File: src/common/adc_result_cfg.svh
/*
 * constants of the conversion result readout: register indices,
 * field positions, reset values and timing counts.
 * assumes a 100 MHz core clock and a byte address of four times the index.
 */
`ifndef ADC_RESULT_CFG_SVH
`define ADC_RESULT_CFG_SVH

`define ADDR_W 10
`define IDX_CONV_CTRL 8'h93
`define IDX_CONV_MODE 8'h94
`define IDX_RES_HIGH 8'h96
`define IDX_RES_MID 8'h97
`define IDX_RES_LOW 8'h98
`define IDX_IRQ_STAT 8'hA0
`define IDX_IRQ_CLR 8'hA1
`define IDX_IRQ_EN 8'hA2

`define CTRL_EN_BIT 0
`define MODE_CLKSEL_BIT 7
`define MODE_OSR_LSB 4
`define MODE_RDY_BIT 0
`define IRQ_WORD_BIT 0
`define IRQ_STABLE_BIT 1
`define IRQ_BITS 2

`define RST_RES_HIGH 8'h00
`define RST_RES_MID 8'h00
`define RST_RES_LOW 8'h07
`define RST_OSR 3'h7

`define POS_FULL 24'h7F_FFFF
`define NEG_FULL 24'h80_0000

`define MCLK_HZ 100000000
`define MCLK_PERIOD_NS 10
`define CONV_CLK0_HZ 250000
`define CONV_CLK1_HZ 333000
`define CONV_DIV0 (`MCLK_HZ / `CONV_CLK0_HZ)
`define CONV_DIV1 (`MCLK_HZ / `CONV_CLK1_HZ)
`define FIRST_WORD_NS 15000
`define FIRST_WORD_CYC \
    ((`FIRST_WORD_NS + `MCLK_PERIOD_NS - 1) / `MCLK_PERIOD_NS)
`define STABLE_ORD 2

`endif

File: src/common/adc_result_pkg.sv
/*
 * types shared by the conversion result readout.
 * assumes adc_result_cfg.svh for all numeric constants.
 */
package adc_result_pkg;
    typedef enum logic [1:0] {
        SRC_OFF,
        SRC_SETTLE,
        SRC_RUN
    } src_state_t;
    typedef logic [23:0] conv_word_t;
endpackage : adc_result_pkg

File: src/rtl/conv_word_source.sv
/*
 * word timing of the converter: first word after a short settle,
 * then one word per output period (converter clock over oversampling).
 * assumes enable and selections come from registers on the same clock.
 */
`timescale 1ns/1ps
`include "adc_result_cfg.svh"

module conv_word_source
    import adc_result_pkg::*;
#(
    parameter int DIV0 = `CONV_DIV0,
    parameter int DIV1 = `CONV_DIV1,
    parameter int FIRST_CYC = `FIRST_WORD_CYC
) (
    input wire logic i_mclk,
    input wire logic i_rst,
    input wire logic i_en,
    input wire logic i_clk_sel,
    input wire logic [2:0] i_osr,
    output logic o_word_stb
);
    src_state_t state_ff;
    src_state_t nxt_state;
    logic [15:0] cnt_ff;
    logic [15:0] nxt_cnt;
    logic [15:0] div_ff;
    logic [15:0] osr_ff;
    logic stb_ff;
    wire [15:0] div_last;
    wire [15:0] osr_last;
    wire tick;
    wire settle_done;
    wire word_due;

    function automatic logic [15:0] osr_max(input logic [2:0] sel);
        logic [3:0] sh;
        sh = 4'h0;
        case (sel)
            3'h0: sh = 4'h6;
            3'h1: sh = 4'h7;
            3'h2: sh = 4'h8;
            3'h3: sh = 4'hA;
            3'h4: sh = 4'hC;
            3'h5: sh = 4'hD;
            3'h6: sh = 4'hE;
            default: sh = 4'hF;
        endcase
        osr_max = 16'(32'(1) << sh) - 16'h0001;
    endfunction : osr_max

    assign div_last = i_clk_sel ? 16'(DIV1 - 1) : 16'(DIV0 - 1);
    assign osr_last = osr_max(i_osr);
    // no overrun when selection shrinks
    assign tick = (state_ff == SRC_RUN) && (div_ff >= div_last);
    assign settle_done = (state_ff == SRC_SETTLE) &&
        (cnt_ff == 16'(FIRST_CYC - 1));
    assign word_due = settle_done || (tick && osr_ff >= osr_last);

    always_comb begin
        nxt_state = state_ff;
        nxt_cnt = cnt_ff;
        case (state_ff)
            SRC_OFF: begin
                nxt_cnt = 16'h0000;
                if (i_en) begin
                    nxt_state = SRC_SETTLE;
                end
            end
            SRC_SETTLE: begin
                nxt_cnt = cnt_ff + 16'h0001;
                if (settle_done) begin
                    nxt_state = SRC_RUN;
                end
            end
            SRC_RUN: begin
                nxt_cnt = 16'h0000;
            end
            default: begin
                nxt_state = SRC_OFF;
            end
        endcase
        if (!i_en) begin
            nxt_state = SRC_OFF;
        end
    end

    always_ff @(posedge i_mclk or posedge i_rst) begin
        if (i_rst) begin
            state_ff <= SRC_OFF;
            cnt_ff <= 16'h0000;
        end else begin
            state_ff <= nxt_state;
            cnt_ff <= nxt_cnt;
        end
    end

    always_ff @(posedge i_mclk or posedge i_rst) begin
        if (i_rst) begin
            div_ff <= 16'h0000;
            osr_ff <= 16'h0000;
        end else if (state_ff != SRC_RUN) begin
            div_ff <= 16'h0000;
            osr_ff <= 16'h0000;
        end else if (tick) begin
            div_ff <= 16'h0000;
            osr_ff <= (osr_ff >= osr_last) ? 16'h0000 : osr_ff + 16'h0001;
        end else begin
            div_ff <= div_ff + 16'h0001;
        end
    end

    always_ff @(posedge i_mclk or posedge i_rst) begin
        if (i_rst) begin
            stb_ff <= 1'b0;
        end else begin
            stb_ff <= i_en && word_due;
        end
    end

    assign o_word_stb = stb_ff;
endmodule : conv_word_source

File: src/rtl/adc_result_readout.sv
/*
 * conversion result readout: result bytes, ready flag, enable and
 * mode register, interrupt status, and wake pulse.
 * assumes the decimator output is on the core clock and a plain
 * register port whose read data stand one cycle after the strobe.
 */
`timescale 1ns/1ps
`include "adc_result_cfg.svh"

module adc_result_readout
    import adc_result_pkg::*;
#(
    parameter int FILT_W = 28,
    parameter int DIV0 = `CONV_DIV0,
    parameter int DIV1 = `CONV_DIV1,
    parameter int FIRST_CYC = `FIRST_WORD_CYC
) (
    input wire logic i_mclk,
    input wire logic i_rst,
    input wire logic [`ADDR_W-1:0] i_addr,
    input wire logic [7:0] i_wr_data,
    input wire logic i_wr,
    input wire logic i_rd,
    input wire logic [FILT_W-1:0] i_filt_data,
    output logic [7:0] o_rd_data,
    output logic o_conv_en,
    output logic o_irq,
    output logic o_wake
);
    logic en_ff;
    logic clk_sel_ff;
    logic [2:0] osr_ff;
    logic rdy_ff;
    logic nxt_rdy;
    logic [7:0] res_high_ff;
    logic [7:0] res_mid_ff;
    logic [7:0] res_low_ff;
    logic [1:0] ord_ff;
    logic [`IRQ_BITS-1:0] stat_ff;
    logic [`IRQ_BITS-1:0] nxt_stat;
    logic [`IRQ_BITS-1:0] irq_en_ff;
    logic [7:0] rd_data_ff;
    logic irq_ff;
    logic wake_ff;
    wire word_stb;
    wire [7:0] idx;
    wire aligned;
    wire sel_ctrl;
    wire sel_mode;
    wire sel_high;
    wire sel_mid;
    wire sel_low;
    wire sel_stat;
    wire sel_clr;
    wire sel_ien;
    wire wr_ctrl;
    wire wr_mode;
    wire wr_clr;
    wire wr_ien;
    wire rdy_clear;
    wire in_range;
    conv_word_t sat_word;
    wire [`IRQ_BITS-1:0] ev;
    wire [7:0] mode_rd;
    wire [7:0] rd_mux;

    conv_word_source #(
        .DIV0(DIV0),
        .DIV1(DIV1),
        .FIRST_CYC(FIRST_CYC)
    ) u_src (
        .i_mclk(i_mclk),
        .i_rst(i_rst),
        .i_en(en_ff),
        .i_clk_sel(clk_sel_ff),
        .i_osr(osr_ff),
        .o_word_stb(word_stb)
    );

    // address decode
    assign idx = i_addr[`ADDR_W-1:2];
    assign aligned = (i_addr[1:0] == 2'b00);
    assign sel_ctrl = aligned && (idx == `IDX_CONV_CTRL);
    assign sel_mode = aligned && (idx == `IDX_CONV_MODE);
    assign sel_high = aligned && (idx == `IDX_RES_HIGH);
    assign sel_mid = aligned && (idx == `IDX_RES_MID);
    assign sel_low = aligned && (idx == `IDX_RES_LOW);
    assign sel_stat = aligned && (idx == `IDX_IRQ_STAT);
    assign sel_clr = aligned && (idx == `IDX_IRQ_CLR);
    assign sel_ien = aligned && (idx == `IDX_IRQ_EN);
    assign wr_ctrl = i_wr && sel_ctrl;
    assign wr_mode = i_wr && sel_mode;
    assign wr_clr = i_wr && sel_clr;
    assign wr_ien = i_wr && sel_ien;

    assign in_range = (&i_filt_data[FILT_W-1:23]) ||
        !(|i_filt_data[FILT_W-1:23]);
    assign sat_word = in_range ? i_filt_data[23:0] :
        (i_filt_data[FILT_W-1] ? `NEG_FULL : `POS_FULL);

    assign rdy_clear = wr_mode && !i_wr_data[`MODE_RDY_BIT];
    assign nxt_rdy = word_stb ? 1'b1 : (rdy_clear ? 1'b0 : rdy_ff);

    assign ev = {word_stb && (ord_ff == 2'(`STABLE_ORD)), word_stb};
    assign nxt_stat = ev | (stat_ff & ~(wr_clr ?
        i_wr_data[`IRQ_BITS-1:0] : {`IRQ_BITS{1'b0}}));

    assign mode_rd = {clk_sel_ff, osr_ff, 3'b000, rdy_ff};
    assign rd_mux = sel_high ? res_high_ff :
        sel_mid ? res_mid_ff :
        sel_low ? res_low_ff :
        sel_ctrl ? {7'h00, en_ff} :
        sel_mode ? mode_rd :
        sel_stat ? {{(8-`IRQ_BITS){1'b0}}, stat_ff} :
        sel_ien ? {{(8-`IRQ_BITS){1'b0}}, irq_en_ff} : 8'h00;

    always_ff @(posedge i_mclk or posedge i_rst) begin
        if (i_rst) begin
            en_ff <= 1'b0;
        end else if (wr_ctrl) begin
            en_ff <= i_wr_data[`CTRL_EN_BIT];
        end
    end

    always_ff @(posedge i_mclk or posedge i_rst) begin
        if (i_rst) begin
            clk_sel_ff <= 1'b0;
            osr_ff <= `RST_OSR;
        end else if (wr_mode) begin
            clk_sel_ff <= i_wr_data[`MODE_CLKSEL_BIT];
            osr_ff <= i_wr_data[`MODE_OSR_LSB+2:`MODE_OSR_LSB];
        end
    end

    always_ff @(posedge i_mclk or posedge i_rst) begin
        if (i_rst) begin
            res_high_ff <= `RST_RES_HIGH;
            res_mid_ff <= `RST_RES_MID;
            res_low_ff <= `RST_RES_LOW;
            rdy_ff <= 1'b0;
        end else begin
            if (word_stb) begin
                res_high_ff <= sat_word[23:16];
                res_mid_ff <= sat_word[15:8];
                res_low_ff <= sat_word[7:0];
            end
            rdy_ff <= nxt_rdy;
        end
    end

    always_ff @(posedge i_mclk or posedge i_rst) begin
        if (i_rst) begin
            ord_ff <= 2'b00;
        end else if (!en_ff) begin
            ord_ff <= 2'b00;
        end else if (word_stb && ord_ff != 2'(`STABLE_ORD)) begin
            ord_ff <= ord_ff + 2'b01;
        end
    end

    always_ff @(posedge i_mclk or posedge i_rst) begin
        if (i_rst) begin
            stat_ff <= {`IRQ_BITS{1'b0}};
            irq_en_ff <= {`IRQ_BITS{1'b0}};
            irq_ff <= 1'b0;
        end else begin
            stat_ff <= nxt_stat;
            if (wr_ien) begin
                irq_en_ff <= i_wr_data[`IRQ_BITS-1:0];
            end
            irq_ff <= |(stat_ff & irq_en_ff);
        end
    end

    always_ff @(posedge i_mclk or posedge i_rst) begin
        if (i_rst) begin
            wake_ff <= 1'b0;
        end else begin
            wake_ff <= word_stb;
        end
    end

    always_ff @(posedge i_mclk or posedge i_rst) begin
        if (i_rst) begin
            rd_data_ff <= 8'h00;
        end else begin
            rd_data_ff <= i_rd ? rd_mux : 8'h00;
        end
    end

    assign o_rd_data = rd_data_ff;
    assign o_conv_en = en_ff;
    assign o_irq = irq_ff;
    assign o_wake = wake_ff;
endmodule : adc_result_readout

File: config.mk
export PLATFORM = sky130hd
export DESIGN_NAME = adc_result_readout
export DESIGN_NICKNAME = d
export VERILOG_FILES = /design/src/common/adc_result_pkg.sv /design/src/rtl/conv_word_source.sv /design/src/rtl/adc_result_readout.sv
export VERILOG_INCLUDE_DIRS = /design/src /design/src/common
export SDC_FILE = /design/constraint.sdc
export NUM_CORES = 1
export LEC_CHECK = 0
export BUFFER_PORTS_ARGS = -buffer_cell sky130_fd_sc_hd__buf_2
export CORE_MARGIN = 2
export CORE_UTILIZATION = 50
export DETAILED_ROUTE_END_ITERATION = 6
export GPL_TIMING_DRIVEN = 1
export PLACE_DENSITY = 0.69
export SYNTH_ARGS = -nofsm -noshare
export SYNTH_HDL_FRONTEND = slang
export SYNTH_SLANG_ARGS = --single-unit
File: constraint.sdc
create_clock -name i_mclk -period 3.6 [get_ports i_mclk]
set_clock_uncertainty 0.1 [all_clocks]
set_input_delay 0.72 -clock i_mclk [delete_from_list [all_inputs] [get_ports i_mclk]]
set_output_delay 0.72 -clock i_mclk [all_outputs]
set_load 0.005 [all_outputs]
==> results.md, run 1 <==
- The run finished with clean final reports.
- The initial utilization of the core area, before any placement, comes to 51.56%.
- In this run the post-CTS setup repair buffer count came out at 0.
- The later pin in the worst-skew pair is clocked with a latency of 0.37 ns.
- The share of the clock period used by the worst path after layout is 81.24%.
- Across all layers, the routed design uses 3980 vias.
- The routability congestion estimate is 0.8815.
- In the final design database the tool counted 663 nets.
- Counting flops with an async set or reset pin after synthesis yields a share of 100.0%.
- Of all nets on the critical path, the largest fanout is 23.
- The number of antenna violations at the first check in global routing was 0.
- Summing all multi-input logic gate instances after layout gives 2495 µm².
- The worst pin sits at a relative slew slack of 51.30%.
- Yosys mapped a number of flops with a built-in enable equal to 0.
- In this run the deepest clock path goes through 2 buffers.
- After clock tree synthesis, the clock-pin slew on the worst setup and hold paths is 0.10 ns.
- The number of iterations in the first detailed-routing pass is 6.
- Of all cell types, the one taking the most synthesized area is dfrtp_1.
- After synthesis, the largest area contributor takes up 45.18% of total cell area.
- From left edge to right edge, the die measures 104.4 µm.
- The count of distinct cell types in the synthesized netlist is 57.
- The signed area change from the synthesized netlist to the final layout is 13.08%.
- The number of placement rows is 36.
- By area the synthesized netlist is led by dfrtp_1 45%, ha_1 6.0%, nor2_1 5.7%, dfstp_2 3.1%, a21oi_1 3.1%.
- The vias per cell is 5.475.
- The root buffer cell chosen for the clock tree is clkbuf_8.
- The worst hold path class is in2async.
- Port buffering added 58 buffers.
- The power density over the cells is 340.5 nW/µm².
- The layout has 884 filler cells.
- Averaged over all synthesized cells, the footprint is 9.618 µm².
- The max-slew violation count is 0.
- 0 antenna diodes ended up in the layout.
- Counting instances in the post-synthesis netlist gives the leading cell types as 91 x dfrtp_1, 77 x nor2_1, 38 x nand2_1, 31 x a21oi_1, 24 x ha_1.
- At the worst endpoint, the arrival time is 3.07 ns.
- Summing all non-filler instances in the final layout gives an area of 5699 µm².
- Setup repair after global routing left no endpoint under its margin.
- The area of the mapped netlist is 5040 µm².
- Subtracting the final worst setup slack from the clock period gives 2.924 ns.
- Sequential cells were found to cover 48.31% of the synthesized design area.
- The clock net sink count is 97.
- Based on the critical path, the design can be clocked at up to 0.3419 GHz.
- The core region area is 9774 µm².
- At the worst endpoint, the required time is 3.75 ns.
- The maximum number of pins on one net before global-route repair is 56.
- The worst hold margin is 0.3536 ns.
- The share of layout cells above drive strength 1 is 17.68%.
- The global-route congestion overflow total is 0.
- TritonCTS built the clock tree.
- The count of instances resized after the clock tree is built is 0.
- The cell count after synthesis came out at 524.
- The critical path class is reg2reg.
- The routed design has 10770 µm of wire.
- The iteration-0 DRC count of the detailed router is 231.
- The number of clock buffers added by TritonCTS is 9.
- The floorplan step defined a die boundary enclosing 10900 µm².
- The hold violation count in the final report came to 0.
- The post-detailed-route count of antenna-violating nets is 0.
- The first global-routing pass estimated 18730 µm of wire.
- After detailed routing, the average wire length per cell comes to 14.81 µm.
- The I/O pin total is 61.
- The number of global-route vias before repair is 3920.
- The worst setup path is launched from a flip-flop.
- The clock tree synthesis step divided the H-tree into 3 levels.
- The Yosys step of the flow raised 0 warnings.
- The max-cap violation count is 0.
- Global routing consumed, over all layers together, 21.06% of the routing resources.
- The area occupied by registers is 2435 µm².
- The worst setup path is captured at a flip-flop.
- The die is 104.4 µm tall.
- Summed over all cells, the static leakage comes to 0.002562 µW.
- The top flip-flop cell by instance count after synthesis is dfrtp_1.
- The leading cell type by number of instances after synthesis is dfrtp_1.
- The number of endpoints failing setup at the final stage is 0.
- The post-route DRC violation count is 0.
- The register bit total from synthesis is 97.
- The area after detailed placement is 5487 µm².
- After clock tree synthesis, the flow added hold-fix buffers numbering 0.
- The final setup TNS is 0 ns.
- The worst-case IR drop observed on VDD is 0.0002270 V.
- The HPWL reported at the end of detailed placement is 7769 µm.
- At the pin with the least slew margin, the transition time is 0.7245 ns.
-- per-layer routing --
| metal | up-vias | global-route usage [%] | wire length (µm) |
|---|---|---|---|
| met5 | - | 0 | 0 |
| met4 | 0 | 8.108 | 231 |
| met3 | 16 | 2.820 | 405 |
| met2 | 94 | 35.11 | 5168 |
| met1 | 1893 | 27.91 | 4963 |
| li1 | 1977 | - | - |
-- cell families after synthesis --
| logic type | Yosys count | share of synthesized area (%) |
|---|---|---|
| XOR/XNOR | 25 | 4.345 |
| AND/OR/NAND/NOR | 210 | 20.46 |
| multiplexers | 11 | 2.433 |
| flip-flops | 97 | 48.31 |
| buffers and inverters | 35 | 2.929 |
| AO/OA/AOI/OAI | 120 | 15.42 |
| adder cells (fa/ha/maj) | 24 | 5.958 |
| other | 2 | 0.1490 |
-- worst max-delay path: stages (launching register included) --
cell and delay, ns:
dfstp_2 0.63, a21o_1 0.13, a22oi_1 0.07, ha_1 0.20
a211oi_1 0.31, o21ai_0 0.16, a21oi_1 0.14, a31o_2 0.40
nand2_1 0.28, o311ai_0 0.38
-- cells in the final DEF, fill, tap and decap left out, types with 4 or more instances in the layout --
cell type,instances
ha_1,24
and3_1,9
nor2b_1,6
a21boi_0,12
nand2_1,38
xnor2_1,15
nor4_1,4
nand4_1,7
dfstp_2,6
a31oi_1,21
buf_2,58
inv_1,15
a21oi_1,31
mux2_2,10
and2_1,14
o21ai_0,16
clkbuf_8,11
nand3_1,19
nor2_1,77
nor3b_1,4
xor2_1,10
conb_1,12
nor3_1,11
or3_1,4
buf_4,5
a22oi_1,14
dfrtp_1,91
-- path summary, 6_finish.rpt --
check,from,endpoint,slack [ns],cells after the start
min in group i_mclk,res_low_ff[1],res_low_ff[1],0.40,2
hold / removal,i_rst,u_src.cnt_ff[2],0.35,2
setup reg to reg,osr_ff[0],u_src.osr_ff[8],0.68,9
setup / recovery,osr_ff[0],u_src.osr_ff[8],0.68,9
hold reg to reg,res_low_ff[1],res_low_ff[1],0.40,2
max in group asynchronous,i_rst,res_low_ff[1],2.22,3
-- power breakdown --
part | switching [µW] | internal, µW | total (µW) | leakage (µW)
Clock | 386 | 364 | 750 | 0.000110
Combinational | 55.5 | 36.1 | 91.6 | 0.00124
Sequential | 4.07 | 1090 | 1100 | 0.00122
Total | 445 | 1490 | 1940 | 0.00256
-- registers in the layout, summed over array words and instances, names as in the netlist, 2 cells and up --
signal,count
res_mid_ff,8
ord_ff,2
irq_en_ff,2
u_src.osr_ff,16
u_src.cnt_ff,16
u_src.state_ff,2
osr_ff,3
stat_ff,2
o_rd_data,8
res_high_ff,8
res_low_ff,8
u_src.div_ff,16
-- area by class of cell --
| cell class | count | share of cell area [%] |
|---|---|---|
| Multi-Input combinational cell | 402 | 43.78 |
| Clock inverter | 5 | 1.076 |
| Clock buffer | 11 | 2.656 |
| Inverter | 16 | 1.098 |
| Timing Repair Buffer | 63 | 5.752 |
| Sequential cell | 97 | 42.72 |
| Tap cell | 133 | 2.920 |
-- metrics by stage --
stage | cells | util [%] | setup WS [ns] | total power (µW)
floorplan | 534 | - | 0.2562 | 1166
global placement | 711 | 56.13 | 0.7975 | 1210
detailed placement | 711 | 56.13 | 0.6948 | 1212
CTS | 727 | 58.31 | 0.6799 | 1956
global route | 727 | 58.31 | 0.3013 | 2018
finish | 727 | 58.31 | 0.6755 | 1940
Power figures use the tool's default switching activity.
==> run 2, diff against run 1 <==
==> constraint.sdc (replaced) <==
create_clock -name i_mclk -period 3.1 [get_ports i_mclk]
set_clock_uncertainty 0.1 [all_clocks]
set_input_delay 0.62 -clock i_mclk [delete_from_list [all_inputs] [get_ports i_mclk]]
set_output_delay 0.62 -clock i_mclk [all_outputs]
set_load 0.005 [all_outputs]
==> run 2 against run 1 <==
Net effect:
- non-clock buffer count is 4 higher
- register-to-register slack got worse by 0.32 ns
- sequential share of layout area barely moved
- total power grew 9.3%
- global-route usage about the same
- combinational power grew 19%
- critical path depth grew 1
- via count up 2.1%
- largest power group unchanged
- highest routed layer unchanged
==> results.md, run 2 (synthesis gave the netlist of run 1 again) <==
- The flow ran to the end, and the final reports show no timing, DRC or antenna violations.
- Summed over all cells, the static leakage comes to 0.002549 µW.
- The antenna diode count is 0.
- The number of nets in the final layout is 667.
- The clock latency on the worst-skew pair is 0.36 ns.
- Once placement finished, the instance area stood at 5530 µm².
- In this run the remaining antenna-violating nets after routing total 0.
- The cell depth of the worst flop-to-flop path is 10.
- The vias per cell is 5.568.
- TritonCTS built the clock tree.
- Data on the critical path is required at its endpoint by 3.24 ns.
- The global-route congestion overflow total is 0.
- After clock tree synthesis, the setup repair step added 0 buffers.
- The clock net sink count is 97.
- Grouping stages by cell kind, the critical path spends the most delay in compound AO/OA/AOI/OAI gates.
- The critical path goes through nor2_1 -> xnor2_1 -> nand2_1 -> ha_1 -> a21oi_1 -> o21ai_0 -> nor3_1 -> a31o_2 -> nand2_1 -> o311ai_0.
- The first global-routing pass estimated 18760 µm of wire.
- The maximum number of pins on one net before global-route repair is 35.
- The critical path endpoint category is a flip-flop.
- Input and output buffers added on the ports amount to 58.
- In the layout the commonest cells are 91 x dfrtp_1, 77 x nor2_1, 58 x buf_2.
- The number of antenna violations at the first check in global routing is 0.
- The count of instances resized after the clock tree is built is 0.
- After clock tree synthesis, the clock-pin slew on the worst setup and hold paths is 0.09 ns.
- STA classifies the critical path startpoint as a flip-flop.
- The endpoint of the worst register-to-register path is u_src.osr_ff[8].
- For this design, the slowest cell found on the critical path is dfstp_2.
- The post-route DRC violation count is 0.
- In the final layout, the registers with the most flip-flops are u_src.cnt_ff x16, u_src.div_ff x16, u_src.osr_ff x16.
- The clock tree synthesis step divided the H-tree into 3 levels.
- The number of cells on the critical path is 10.
- The final non-filler cell area is 5694 µm².
- The stage delay of the slowest cell on the critical path is 0.64 ns.
- The number of buffers added to fix hold violations after cts is 0.
- The HPWL reported at the end of detailed placement is 7968 µm.
- The congestion estimate from routability-driven global placement came to 0.8320.
- The routed layout has 4065 vias.
- The max-cap violation count is 0.
- The signed area change from the synthesized netlist to the final layout is 12.98%.
- The critical path contains buffers and inverters numbering 0 combined.
- The power density over the cells is 372.4 nW/µm².
- In this run the register-to-register setup slack is 0.36 ns.
- After routing, the total negative slack on setup checks comes to 0 ns.
- Leaving out fill and tap cells, the most frequent cell in the layout is dfrtp_1.
- The overall global routing resource usage is 21.10%.
- Along the worst path, the maximum fanout reaches 23.
- The timing endpoint of the critical path is u_src.osr_ff[8].
- The buffer cell driving the clock tree root is clkbuf_8.
- The worst hold path class is in2async.
- The number of global-route vias before repair is 3962.
- The critical path class is reg2reg.
- The routed design has 10900 µm of wire.
- The time the worst path needs with I/O delays and setup is 2.742 ns.
- The most numerous cell type found on the critical path is nand2_1.
- The layout has 892 filler cells.
- After detailed routing, the average wire length per cell comes to 14.93 µm.
- Measured against its own limit, the worst slew margin works out to 49.45%.
- The number of placement rows is 36.
- For this configuration, the core starts out at a cell density of 51.56%.
- The max-slew violation count is 0.
- Cells fill 58.26% of the core in the end.
- Setup repair after global routing left no endpoint under its margin.
- In this run the horizontal extent of the chip is 104.4 µm.
- At the worst endpoint, the arrival time is 2.88 ns.
- Timing would allow up to 0.3648 GHz.
- The total clock buffers created by CTS is 9.
- No sink is reached through more buffers than the 2 on the longest clock path.
- The die boundary height is 104.4 µm.
- The final critical path takes up 88.44% of the cycle.
- The floorplan step defined a die boundary enclosing 10900 µm².
- The first routing iteration left 181 violations.
- For this design the top-level I/O count stands at 61.
- The core region area is 9774 µm².
- In this run the critical register-to-register path is launched from osr_ff[1].
- The share of layout cells above drive strength 1 is 17.59%.
- VDD sags by at most 0.0002509 V.
- The number of endpoints failing setup at the final stage is 0.
- For the pin with the worst max-slew slack, the measured transition is 0.7567 ns.
- The hold violation count in the final report came to 0.
- Before antenna repair, the detailed router went through 4 iterations.
- The start point of the critical path is osr_ff[1].
==> run 2: area by class of cell <==
type,instances,area (µm²),area share [%]
Clock buffer,13,148.9,2.615
Clock inverter,2,15.01,0.2637
Inverter,16,63.81,1.121
Multi-Input combinational cell,402,2495,43.81
Sequential cell,97,2435,42.76
Tap cell,133,166.4,2.922
Timing Repair Buffer,67,370.4,6.504
==> run 2: worst min path at each step <==
stage,cells after the start,from,endpoint
after floorplan,0,u_src.o_word_stb,o_wake
after global placement,1,u_src.div_ff[0],u_src.div_ff[0]
after detailed placement,1,u_src.div_ff[0],u_src.div_ff[0]
after CTS,2,i_rst,u_src.div_ff[12]
after global routing,2,i_rst,u_src.cnt_ff[6]
final,2,i_rst,o_rd_data[7]
==> run 2: layer usage <==
metal	track usage, %	vias up	part of all wire (%)
met3	4.010	13	4.0
met5	0	-	0
met4	7.046	0	1.4
li1	-	1984	-
met1	28.75	1980	45
met2	33.99	88	49
==> run 2: report_power, final <==
part / switching, µW / total [µW] / internal (µW)
sequential: 4.86 / 1280 / 1270
clock: 425 / 736 / 311
combinational: 65.0 / 109 / 43.7
total: 495 / 2120 / 1630
==> run 2: through the flow <==
step	std cells	hold WS, ns	power (µW)	worst slack (ns)
after floorplan	534	0.2731	1354	0.6216
after global placement	715	0.3738	1407	0.5026
after detailed placement	715	0.3790	1410	0.3377
after CTS	730	0.2914	2145	0.3497
after global routing	730	0.3316	2204	0.1192
final	730	0.2810	2121	0.3585
